**config.mk**
```make
export PLATFORM = sky130hd
export DESIGN_NAME = auto_wake_from_halt
export DESIGN_NICKNAME = d
export VERILOG_FILES = /design/src/design/wake_pkg.sv /design/src/design/auto_wake_from_halt.sv
export SDC_FILE = /design/constraint.sdc
export NUM_CORES = 1
export LEC_CHECK = 0
export BUFFER_PORTS_ARGS = -buffer_cell sky130_fd_sc_hd__buf_2
export CORE_MARGIN = 8
export CORE_UTILIZATION = 45
export CTS_CLUSTER_DIAMETER = 120
export DETAILED_ROUTE_END_ITERATION = 16
export PLACE_DENSITY = 0.72
export RECOVER_POWER = 100
export REMOVE_ABC_BUFFERS = 1
export SLEW_MARGIN = 20
export SYNTH_ARGS = -nofsm -noshare
export SYNTH_HDL_FRONTEND = slang
export SYNTH_SLANG_ARGS = --single-unit
export TNS_END_PERCENT = 50
```
**constraint.sdc**
```tcl
create_clock -name hclk -period 2.8 [get_ports hclk]
set_input_delay 0.14 -clock hclk [delete_from_list [all_inputs] [get_ports hclk]]
set_output_delay 0.14 -clock hclk [all_outputs]
set_load 0.02 [all_outputs]
```
**src/design/wake_pkg.sv**
```systemverilog
package wake_pkg;
  // printed offsets are register indices; byte address is four times that
  localparam logic [7:0]  PR_IDX     = 8'h49;
  localparam logic [7:0]  CSR_IDX    = 8'h4A;
  localparam logic [11:0] PR_ADDR    = {2'h0, PR_IDX, 2'h0};
  localparam logic [11:0] CSR_ADDR   = {2'h0, CSR_IDX, 2'h0};
  localparam logic [11:0] ISTAT_ADDR = 12'h130;
  localparam logic [11:0] ICLR_ADDR  = 12'h134;
  localparam logic [11:0] IEN_ADDR   = 12'h138;
  // control/status fields
  localparam int          EN_BIT     = 0;
  localparam int          MEAS_BIT   = 1;
  localparam int          FLAG_BIT   = 2;
  localparam logic [7:0]  PR_RESET   = 8'hFF;
  localparam logic [7:0]  PR_ZERO    = 8'h00;
  localparam logic [1:0]  CSR_WMASK  = 2'h3;
  // interrupt event bits
  localparam int          EV_WAKE    = 0;
  localparam int          EV_EXIT    = 1;
  localparam logic [1:0]  EV_NONE    = 2'h0;
  // timing
  localparam int          CLK_MHZ    = 250;
  localparam logic [5:0]  FIX_LAST   = 6'h3F;
  localparam logic [19:0] STAB_SHORT = 20'h00100;
  localparam logic [19:0] STAB_LONG  = 20'h01000;
  localparam logic [19:0] CNT_ONE    = 20'h00001;

  typedef enum logic [2:0] {
    ST_RUN     = 3'h0,
    ST_RCSTART = 3'h1,
    ST_COUNT   = 3'h2,
    ST_HALT    = 3'h3,
    ST_STAB    = 3'h4,
    ST_PLL     = 3'h5
  } pstate_t;

  // requests and options from the core
  typedef struct packed {
    logic halt_exec;
    logic irq_pending;
    logic exit_irq;
    logic wdg_en;
    logic watchdog_halt_option;
    logic stab_long;
    logic pll_en;
  } core_in_t;

  // power and clock controls to the rest of the chip
  typedef struct packed {
    logic main_osc_en;
    logic periph_clk_en;
    logic cpu_resume;
    logic imask_clr;
    logic wdg_reset;
    logic rc_osc_en;
    logic capture_in;
    logic wake_irq;
  } pwr_out_t;
endpackage

```
**src/design/auto_wake_from_halt.sv**
```systemverilog
// The AHB-Lite register port was chosen for this implementation.
`timescale 1ns/10ps
module auto_wake_from_halt #(
  parameter int RC_KHZ        = 32,
  parameter int RC_DIV        = (wake_pkg::CLK_MHZ * 1000) / RC_KHZ,
  parameter int RC_START_NS   = 50000,
  parameter int RC_START_CYC  = (RC_START_NS * wake_pkg::CLK_MHZ + 999) / 1000,
  parameter int PLL_START_NS  = 100000,
  parameter int PLL_START_CYC = (PLL_START_NS * wake_pkg::CLK_MHZ + 999) / 1000
) (
  // clock and reset
  input  wire logic               hclk,
  input  wire logic               hresetn,
  // ahb-lite slave
  input  wire logic               hsel,
  input  wire logic [31:0]        haddr,
  input  wire logic [1:0]         htrans,
  input  wire logic               hwrite,
  input  wire logic [2:0]         hsize,
  input  wire logic [31:0]        hwdata,
  input  wire logic               hready,
  output logic                    hreadyout,
  output logic                    hresp,
  output logic [31:0]             hrdata,
  // core side
  input  wire wake_pkg::core_in_t core_in,
  output wake_pkg::pwr_out_t      pwr_out,
  output logic                    irq
);
  localparam logic [19:0] RC_LAST  = 20'(RC_DIV - 1);
  localparam logic [19:0] RC_HALF  = 20'(RC_DIV / 2);
  localparam logic [19:0] STRT_END = 20'(RC_START_CYC - 1);
  localparam logic [19:0] PLL_END  = 20'(PLL_START_CYC - 1);
  localparam logic [19:0] CNT_ONE  = wake_pkg::CNT_ONE;

  typedef struct packed {
    wake_pkg::pstate_t st;
    logic [7:0]        prescale;
    logic              wake_en;
    logic              meas;
    logic              flag;
    logic [1:0]        ist;
    logic [1:0]        ien;
    logic              wr_pend;
    logic [11:0]       wr_addr;
    logic [31:0]       rdata;
    logic [19:0]       rc_div;
    logic [5:0]        fix_cnt;
    logic [7:0]        pre_cnt;
    logic [19:0]       cnt;
    logic              capture;
    logic              resume;
    logic              imask_clr;
    logic              wdg_reset;
  } state_t;

  state_t s_q;
  state_t s_d;

  logic        addr_ok;
  logic        rd_csr;
  logic        tick;
  logic        expire;
  logic        halted;
  logic        entry_ok;
  logic [19:0] stab_end;
  logic [31:0] rd_mux;

  // wake rc runs in timed halt or while measuring
  function automatic logic rc_on(input wake_pkg::pstate_t st,
                                 input logic meas);
    return meas || st == wake_pkg::ST_RCSTART
                || st == wake_pkg::ST_COUNT;
  endfunction

  // address phase qualifiers and state decodes
  assign addr_ok  = hsel && htrans[1] && hready;
  assign rd_csr   = addr_ok && !hwrite
                    && haddr[11:0] == wake_pkg::CSR_ADDR;
  assign halted   = s_q.st == wake_pkg::ST_RCSTART
                    || s_q.st == wake_pkg::ST_COUNT
                    || s_q.st == wake_pkg::ST_HALT;
  assign tick     = s_q.rc_div == RC_LAST;
  assign expire   = s_q.st == wake_pkg::ST_COUNT && tick
                    && s_q.fix_cnt == wake_pkg::FIX_LAST
                    && s_q.pre_cnt + 8'h01 == s_q.prescale;
  assign entry_ok = s_q.st == wake_pkg::ST_RUN && core_in.halt_exec
                    && !(core_in.wdg_en
                         && core_in.watchdog_halt_option);
  assign stab_end = core_in.stab_long ? wake_pkg::STAB_LONG - CNT_ONE
                                      : wake_pkg::STAB_SHORT - CNT_ONE;

  // read data picked in the address phase, held for the data phase
  always_comb
  begin
    rd_mux = 32'h0000_0000;
    case (haddr[11:0])
      wake_pkg::PR_ADDR:    rd_mux[7:0] = s_q.prescale;
      wake_pkg::CSR_ADDR:
      begin
        rd_mux[wake_pkg::EN_BIT]   = s_q.wake_en;
        rd_mux[wake_pkg::MEAS_BIT] = s_q.meas;
        rd_mux[wake_pkg::FLAG_BIT] = s_q.flag;
      end
      wake_pkg::ISTAT_ADDR: rd_mux[1:0] = s_q.ist;
      wake_pkg::IEN_ADDR:   rd_mux[1:0] = s_q.ien;
      default:              rd_mux = 32'h0000_0000;
    endcase
  end

  // next state of the whole block
  always_comb
  begin
    s_d           = s_q;
    s_d.resume    = 1'b0;
    s_d.imask_clr = 1'b0;
    s_d.wdg_reset = 1'b0;
    s_d.wr_pend   = addr_ok && hwrite;
    s_d.wr_addr   = haddr[11:0];
    if (addr_ok && !hwrite)
    begin
      s_d.rdata = rd_mux;
    end

    // data phase write; flag bit is not writable
    if (s_q.wr_pend)
    begin
      case (s_q.wr_addr)
        wake_pkg::PR_ADDR:
        begin
          if (hwdata[7:0] != wake_pkg::PR_ZERO)
          begin
            s_d.prescale = hwdata[7:0];
          end
        end
        wake_pkg::CSR_ADDR:
        begin
          s_d.wake_en = hwdata[wake_pkg::EN_BIT];
          s_d.meas    = hwdata[wake_pkg::MEAS_BIT];
        end
        wake_pkg::ICLR_ADDR: s_d.ist = s_q.ist & ~hwdata[1:0];
        wake_pkg::IEN_ADDR:  s_d.ien = hwdata[1:0];
        default:             s_d.ien = s_q.ien;
      endcase
    end

    // read of control/status clears the wake request
    if (rd_csr)
    begin
      s_d.flag = 1'b0;
    end

    // rc divider is held at zero while the oscillator is off
    if (rc_on(s_q.st, s_q.meas) && !tick)
    begin
      s_d.rc_div = s_q.rc_div + CNT_ONE;
    end
    else
    begin
      s_d.rc_div = 20'h0_0000;
    end
    // capture sees the rc clock only in measurement while running
    s_d.capture = s_q.meas && s_q.st == wake_pkg::ST_RUN
                  && s_q.rc_div < RC_HALF;

    case (s_q.st)
      wake_pkg::ST_RUN:
      begin
        if (core_in.halt_exec)
        begin
          s_d.imask_clr = 1'b1;
          s_d.cnt       = 20'h0_0000;
          s_d.fix_cnt   = 6'h00;
          s_d.pre_cnt   = 8'h00;
          if (!entry_ok)
          begin
            s_d.wdg_reset = 1'b1;
          end
          else if (core_in.irq_pending)
          begin
            s_d.st = wake_pkg::ST_STAB;
          end
          else if (s_q.wake_en)
          begin
            s_d.st = wake_pkg::ST_RCSTART;
          end
          else
          begin
            s_d.st = wake_pkg::ST_HALT;
          end
        end
      end
      wake_pkg::ST_RCSTART:
      begin
        // oscillator start-up time before the first counted period
        s_d.cnt    = s_q.cnt + CNT_ONE;
        s_d.rc_div = 20'h0_0000;
        if (s_q.cnt >= STRT_END)
        begin
          s_d.st  = wake_pkg::ST_COUNT;
          s_d.cnt = 20'h0_0000;
        end
      end
      wake_pkg::ST_COUNT:
      begin
        if (tick)
        begin
          s_d.fix_cnt = s_q.fix_cnt + 6'h01;
          if (s_q.fix_cnt == wake_pkg::FIX_LAST)
          begin
            s_d.pre_cnt = s_q.pre_cnt + 8'h01;
          end
        end
        if (expire)
        begin
          s_d.flag           = 1'b1;
          s_d.ist[wake_pkg::EV_WAKE] = 1'b1;
          s_d.st             = wake_pkg::ST_STAB;
        end
      end
      wake_pkg::ST_HALT:
      begin
        s_d.st = s_q.st;
      end
      wake_pkg::ST_STAB:
      begin
        s_d.cnt = s_q.cnt + CNT_ONE;
        if (s_q.cnt >= stab_end)
        begin
          s_d.cnt = 20'h0_0000;
          if (core_in.pll_en)
          begin
            s_d.st = wake_pkg::ST_PLL;
          end
          else
          begin
            s_d.st     = wake_pkg::ST_RUN;
            s_d.resume = 1'b1;
          end
        end
      end
      wake_pkg::ST_PLL:
      begin
        s_d.cnt = s_q.cnt + CNT_ONE;
        if (s_q.cnt >= PLL_END)
        begin
          s_d.st     = wake_pkg::ST_RUN;
          s_d.resume = 1'b1;
          s_d.cnt    = 20'h0_0000;
        end
      end
      default: s_d.st = wake_pkg::ST_RUN;
    endcase

    // any halt-exit interrupt ends halt; timer expiry has priority
    if (halted && core_in.exit_irq && !expire)
    begin
      s_d.st  = wake_pkg::ST_STAB;
      s_d.cnt = 20'h0_0000;
      s_d.ist[wake_pkg::EV_EXIT] = 1'b1;
    end
    // a clear write and a new event in one cycle: the event wins
    if (expire)
    begin
      s_d.ist[wake_pkg::EV_WAKE] = 1'b1;
    end
  end

  // single register for all state except the check counters below
  always_ff @(posedge hclk or negedge hresetn)
  begin
    if (!hresetn)
    begin
      s_q          <= '0;
      s_q.st       <= wake_pkg::ST_RUN;
      s_q.prescale <= wake_pkg::PR_RESET;
    end
    else
    begin
      s_q <= s_d;
    end
  end

  // bus answers: zero wait states, always okay
  assign hreadyout = 1'b1;
  assign hresp     = 1'b0;
  assign hrdata    = s_q.rdata;
  assign irq       = |(s_q.ist & s_q.ien);

  // clock gating decided by power state
  always_comb
  begin
    pwr_out               = '0;
    pwr_out.main_osc_en   = !halted;
    pwr_out.periph_clk_en = s_q.st == wake_pkg::ST_RUN;
    pwr_out.cpu_resume    = s_q.resume;
    pwr_out.imask_clr     = s_q.imask_clr;
    pwr_out.wdg_reset     = s_q.wdg_reset;
    pwr_out.rc_osc_en     = rc_on(s_q.st, s_q.meas);
    pwr_out.capture_in    = s_q.capture;
    pwr_out.wake_irq      = s_q.flag;
  end

  // helper counters that only the checks read
  logic [13:0] tick_seen_q;
  logic [19:0] stab_seen_q;
  always_ff @(posedge hclk or negedge hresetn)
  begin
    if (!hresetn)
    begin
      tick_seen_q <= 14'h0000;
      stab_seen_q <= 20'h0_0000;
    end
    else
    begin
      if (s_q.st != wake_pkg::ST_COUNT)
        tick_seen_q <= 14'h0000;
      else if (tick)
        tick_seen_q <= tick_seen_q + 14'h0001;
      if (s_q.st != wake_pkg::ST_STAB)
        stab_seen_q <= 20'h0_0000;
      else
        stab_seen_q <= stab_seen_q + CNT_ONE;
    end
  end
endmodule // auto_wake_from_halt

```
# Yosys cells after proc, flatten, opt, wreduce, memory -nomap -nowiden
# Index checks and enable logic that the tools add are counted.
# Widths: inputs -> output; s select.
[classes]
addsub = 4
order_cmp = 4
n_eq_ne = 26
mux = 41
bitwise = 3
reduce_logical = 43
[ops]
columns = ["operator", "count"]
rows = [
  ["$mux 20", 6],
  ["$eq 12x9->1 const B", 8],
  ["$pmux 20 s4", 1],
  ["$add 20x1->20 const B", 2],
  ["$mux 34", 1],
  ["$pmux 14 s2", 1],
  ["$mux 3", 9],
  ["$eq 20x13->1 const B", 1],
  ["$ge 20x12->1", 1],
  ["$ge 20x14->1 const B", 1],
  ["$ge 20x15->1 const B", 1],
  ["$lt 20x12->1 const B", 1],
  ["$pmux 3 s6", 1],
  ["$logic_and 1x1->1", 16],
  ["$mux 14", 1],
  ["$mux 12", 1],
  ["$ne 3x3->1 const B", 4],
  ["$mux 2", 5],
  ["$reduce_and 2->1", 5],
  ["$reduce_bool 2->1", 5],
  ["$mux 1", 9],
  ["$add 8x1->8 const B", 1],
  ["$eq 8x8->1", 1],
  ["$mux 8", 1],
  ["other kinds (24)", 38],
]
[totals]
register_bits = 97
in_bits = 81
out_inout_bits = 43
wordCells = 140

# Depth between registers and ports, before layout
[depth]
ltp_word = 8
ltp_mapped = 10
depth_no_buf = 8

# Least setup slack after synthesis
# Ideal clock, no wire load.
[synth_path]
kind = "register -> register"
start = "reg s_q[13] in the netlist's numbering"
end = "reg s_q[17] in the netlist's numbering"
setup_time_ps = 96
t_arrival_ps = 2162
required_time_ps = 2704
path_slack_ps = 542
stages_incl_launch_ff = 10
path_buffers = 2
period_less_slack_ps = 2258
path_cell_list = "dfrtp_1 -> ha_1 -> a21oi_1 -> o21ai_0 -> nor4b_1 -> a211o_1 -> buf_2 -> buf_2 -> a21oi_1 -> a311oi_2"
[synth_between]
elab_chain_len = 4
elab_cells_between_ends = 9
cone_classes = "1 x add/sub; 3 x order compare; 5 x mux"
[synth_lines]
columns = ["item", "line", "rtl"]
rows = [
  ["start: declaration", "auto_wake_from_halt.sv:57", "state_t s_q;"],
  ["$add 20x1->20 (tied with other cells)", "auto_wake_from_halt.sv:196, auto_wake_from_halt.sv:227, auto_wake_from_halt.sv:244", ""],
  ["$mux 20 (on tied branches)", "auto_wake_from_halt.sv:245, auto_wake_from_halt.sv:198, auto_wake_from_halt.sv:228", ""],
  ["$pmux 20 s4 *", "auto_wake_from_halt.sv:166", "case (s_q.st)"],
  ["$mux 20 *", "auto_wake_from_halt.sv:256", "if (halted && core_in.exit_irq && !expire)"],
]
# Mark *: on every way between the ends. The rest lies on a longest branch, timed or not.
# A chain may end at the register's enable or synchronous reset.

# Final worst setup path
[layout_path]
start = "reg s_q[4] in the netlist's numbering"
end = "reg s_q[10] in the netlist's numbering"
# The elaborated chain is that of the path after synthesis.

==> results by group <==
Synthesis
  – Post-synth EDFFs: 0
  – Synth Warn #: 0
  – Distinct cell type count after synthesis: 63
  – Adder-cell share of the synthesized area: 1.86%
  – Post-synth ARST share: 100%
  – Post-synthesis cell area: 5370 um^2
  – Post-Synthesis Cells: 564
  – Simple-gate share of the synthesized area: 21.6%
  – Xor/xnor share of the synthesized area: under 10%
  – Area contributors post-synth: dfrtp_1, buf_4, dfstp_2
  – Post-synth top area cell: dfrtp_1
  – Post-synthesis compound-gate area fraction: 14.5%
  – Post-synthesis sequential area ratio: between 40% and 50%
  – Largest family of logic cells by synthesized area: simple AND/OR/NAND/NOR gates
  – Yosys top cell area share: between 40% and 50%
  – Syn Area/Cell: 9.53 um^2
  – Top post-synthesis cells by count: dfrtp_1, nor2_1, nand2_1
  – FF+latch count, synth: 97
  – Top-count cell post-synth: dfrtp_1
  – Main synth FF type: dfrtp_1
  – Mux cell area share after synthesis: 3.26%

Run status
  – Violated checks: capacitance limit, slew limit
  – Status: finished, violations left

STA
  – Slew at the pin with the worst max-slew slack: 1.58 ns
  – Setup violators final: 0
  – Setup TNS: 0 ns
  – Tmin final: 2.64 ns
  – RSZ-0062 raised after global routing: no
  – Fmax: 379 MHz
  – Slew Limit Fails: 66
  – Clock Skew: between 0.008 and 0.009 ns
  – Hold Fails Final Rpt: 0
  – Period utilization: between 90% and 100%
  – Max-slew headroom: -5.58%

Clock network
  – H-tree Lvls: 3
  – TritonCTS clock tree: yes
  – Clk_lat worst skew: ~0.36 ns
  – Worst-path clk slew: approximately 0.070 ns
  – Num CTS Buffers: 9
  – Clock Tree Buf Depth: 2
  – Clock root buffer: clkbuf_16
  – Clock Sinks: 97

Global route
  – Met3 global-route usage: under 10%
  – First-pass GRT wire length: 20.5 mm
  – Pin count of the biggest net entering global routing: 66
  – Grt met1 use: 18.3%
  – GRT met2 Usage: 26.6%
  – GRT Overall Usage: 15.6%
  – Most used routing layer in global routing: met2
  – Grt total ovfl: 0
  – Vias in the first global route: 4295
  – Antenna violations before repair: 0

Pwr
  – P_leak: ~2.6 nW
  – Peak VDD IR: between 0.3 and 0.4 mV
  – Total Power: between 3 and 4 mW
  – Power Dens Cells: 631 nW/um^2

Route
  – First-pass detailed-route iteration total: 5
  – Vias/cell: 5.55
  – Post-route ant nets: 0
  – Avg WL per Cell: approximately 15 um
  – DR vias: 4258
  – Total wire length: around 12 mm
  – DR iter-0 viols: 201
  – Post-route DRC: 0

Placed design
  – Port bufs: just under 50
  – GPL Wtd Cong: 0.865
  – Post-DP HPWL: 8.54 mm
  – Placed Area: roughly 5600 um^2
  – Inst Count DP: 737

Die
  – Die ar.: 15700 um^2
  – Die H: 125 um
  – Core Rows: 40
  – Ports: about 120
  – Core Footprint: 11800 um^2
  – Initial Utilization: around 45%
  – Chip width: 125 um

Setup path
  – CP endpoint kind: flop
  – Worst path arrival time: about 2.9 ns
  – Critical Path RT: 3.01 ns
  – CP startpoint kind: flop
  – R2R Setup Slk: 0.16 ns
  – Crit Path Class: reg -> reg
  – Crit-path max FO: 29

Final layout
  – Design area: 6000 um^2
  – Final Non-Filler Cells: roughly 770
  – Diodes inserted: 0
  – # fillers: 1121
  – P&R area growth vs syn: 11.7%
  – Layout cells sized above 1: a little over an eighth
  – Final Net Count: 704

Job
  – MaxCap Viol Count: 1

Worst hold path
  – Worst Hold Class: in -> reg
==> path summary, 6_finish.rpt <==
path	startpoint	to	cells past startpoint
worst min register to register	hrdata[2]	hrdata[2]	2
min in group asynchronous	hresetn	s_q[101]	2
max in group asynchronous	hresetn	s_q[118]	3
worst min-delay path	hwdata[6]	s_q[116]	2
worst max-delay path	s_q[4]	s_q[10]	8
worst max register to register	s_q[4]	s_q[10]	8
==> kinds of logic after synthesis <==
logic type | after synthesis
mux | 16
compound gates | 111
other cells | 2
xor+xnor | 28
fa+ha+maj | 8
flops | 97
buf+inv | 79
simple gates | 223
==> per-stage QoR <==
stage,utilization [%],setup WS [ns],hold WS [ns]
2_1_floorplan,-,0.333,-0.156
3_3_place_gp,47.6,0.276,0.259
3_5_place_dp,47.6,0.224,0.264
4_1_cts,51.3,0.196,0.0237
5_1_grt,50.8,0.0167,0.0389
6_report,50.8,0.162,0.0400
==> report_power, final <==
part           switching (mW)  leakage (nW)  internal [mW]
clock                   0.574         0.155          0.713
combinational           0.641          1.18          0.311
sequential             0.0664          1.28           1.48
total                    1.28          2.62           2.51
==> cell usage in the layout (no fill, tap or decap), types with 6 or more instances in the layout <==
master	count
dfrtp_1	89
nor2_1	56
nand2_1	47
clkbuf_1	33
o21ai_0	28
conb_1	26
a21oi_1	22
buf_2	20
xor2_1	19
and3_1	18
inv_1	16
nor3_1	16
nand3_1	15
nand4_1	14
dlygate4sd3_1	13
mux2_2	12
xnor2_1	9
clkbuf_16	9
nand2b_1	8
nor4_1	8
a311oi_1	8
ha_1	8
buf_4	8
dfstp_2	8
o21bai_1	6
or3_1	6
nor2b_1	6
a22o_1	6
==> worst max-delay path, cell delays in order, from the launching register on <==
cell and delay (ns):
dfrtp_1 0.38, ha_1 0.26, nand3_1 0.22, nor4_1 0.59
nor4b_2 0.13, a211o_1 0.34, buf_4 0.24, a41oi_1 0.23
a311oi_1 0.08
==> routing by layer <==
| metal | up-vias | wire length, um |
|---|---|---|
| met3 | 17 | 548 |
| met2 | 102 | 5760 |
| li1 | 2069 | - |
| met1 | 2070 | 5290 |
| met4 | 0 | 229 |
| met5 | - | 0 |
==> final cells by class <==
type / instances / area, um^2 / share of cell area, %
Timing Repair Buffer: 78 / 437 / 7.27
Tap cell: 147 / 184 / 3.06
Sequential cell: 97 / 2440 / 40.6
Clock inverter: 7 / 83.8 / 1.40
Multi-Input combinational cell: 412 / 2570 / 42.9
Clock buffer: 9 / 225 / 3.75
Inverter: 17 / 63.8 / 1.06
==> flip-flops by register name (all words and copies together) (netlist names) <==
signal	cells
hrdata	8
pwr_out	5
s_q	84
==> repair_timing <==
item	4_1_cts	5_1_grt
buffers inserted	0	1
hold endpoints to repair	71	0
setup endpoints to repair	0	18
hold buffers	13	0
resized for setup	0	3
(Power assumes the default switching activity.)
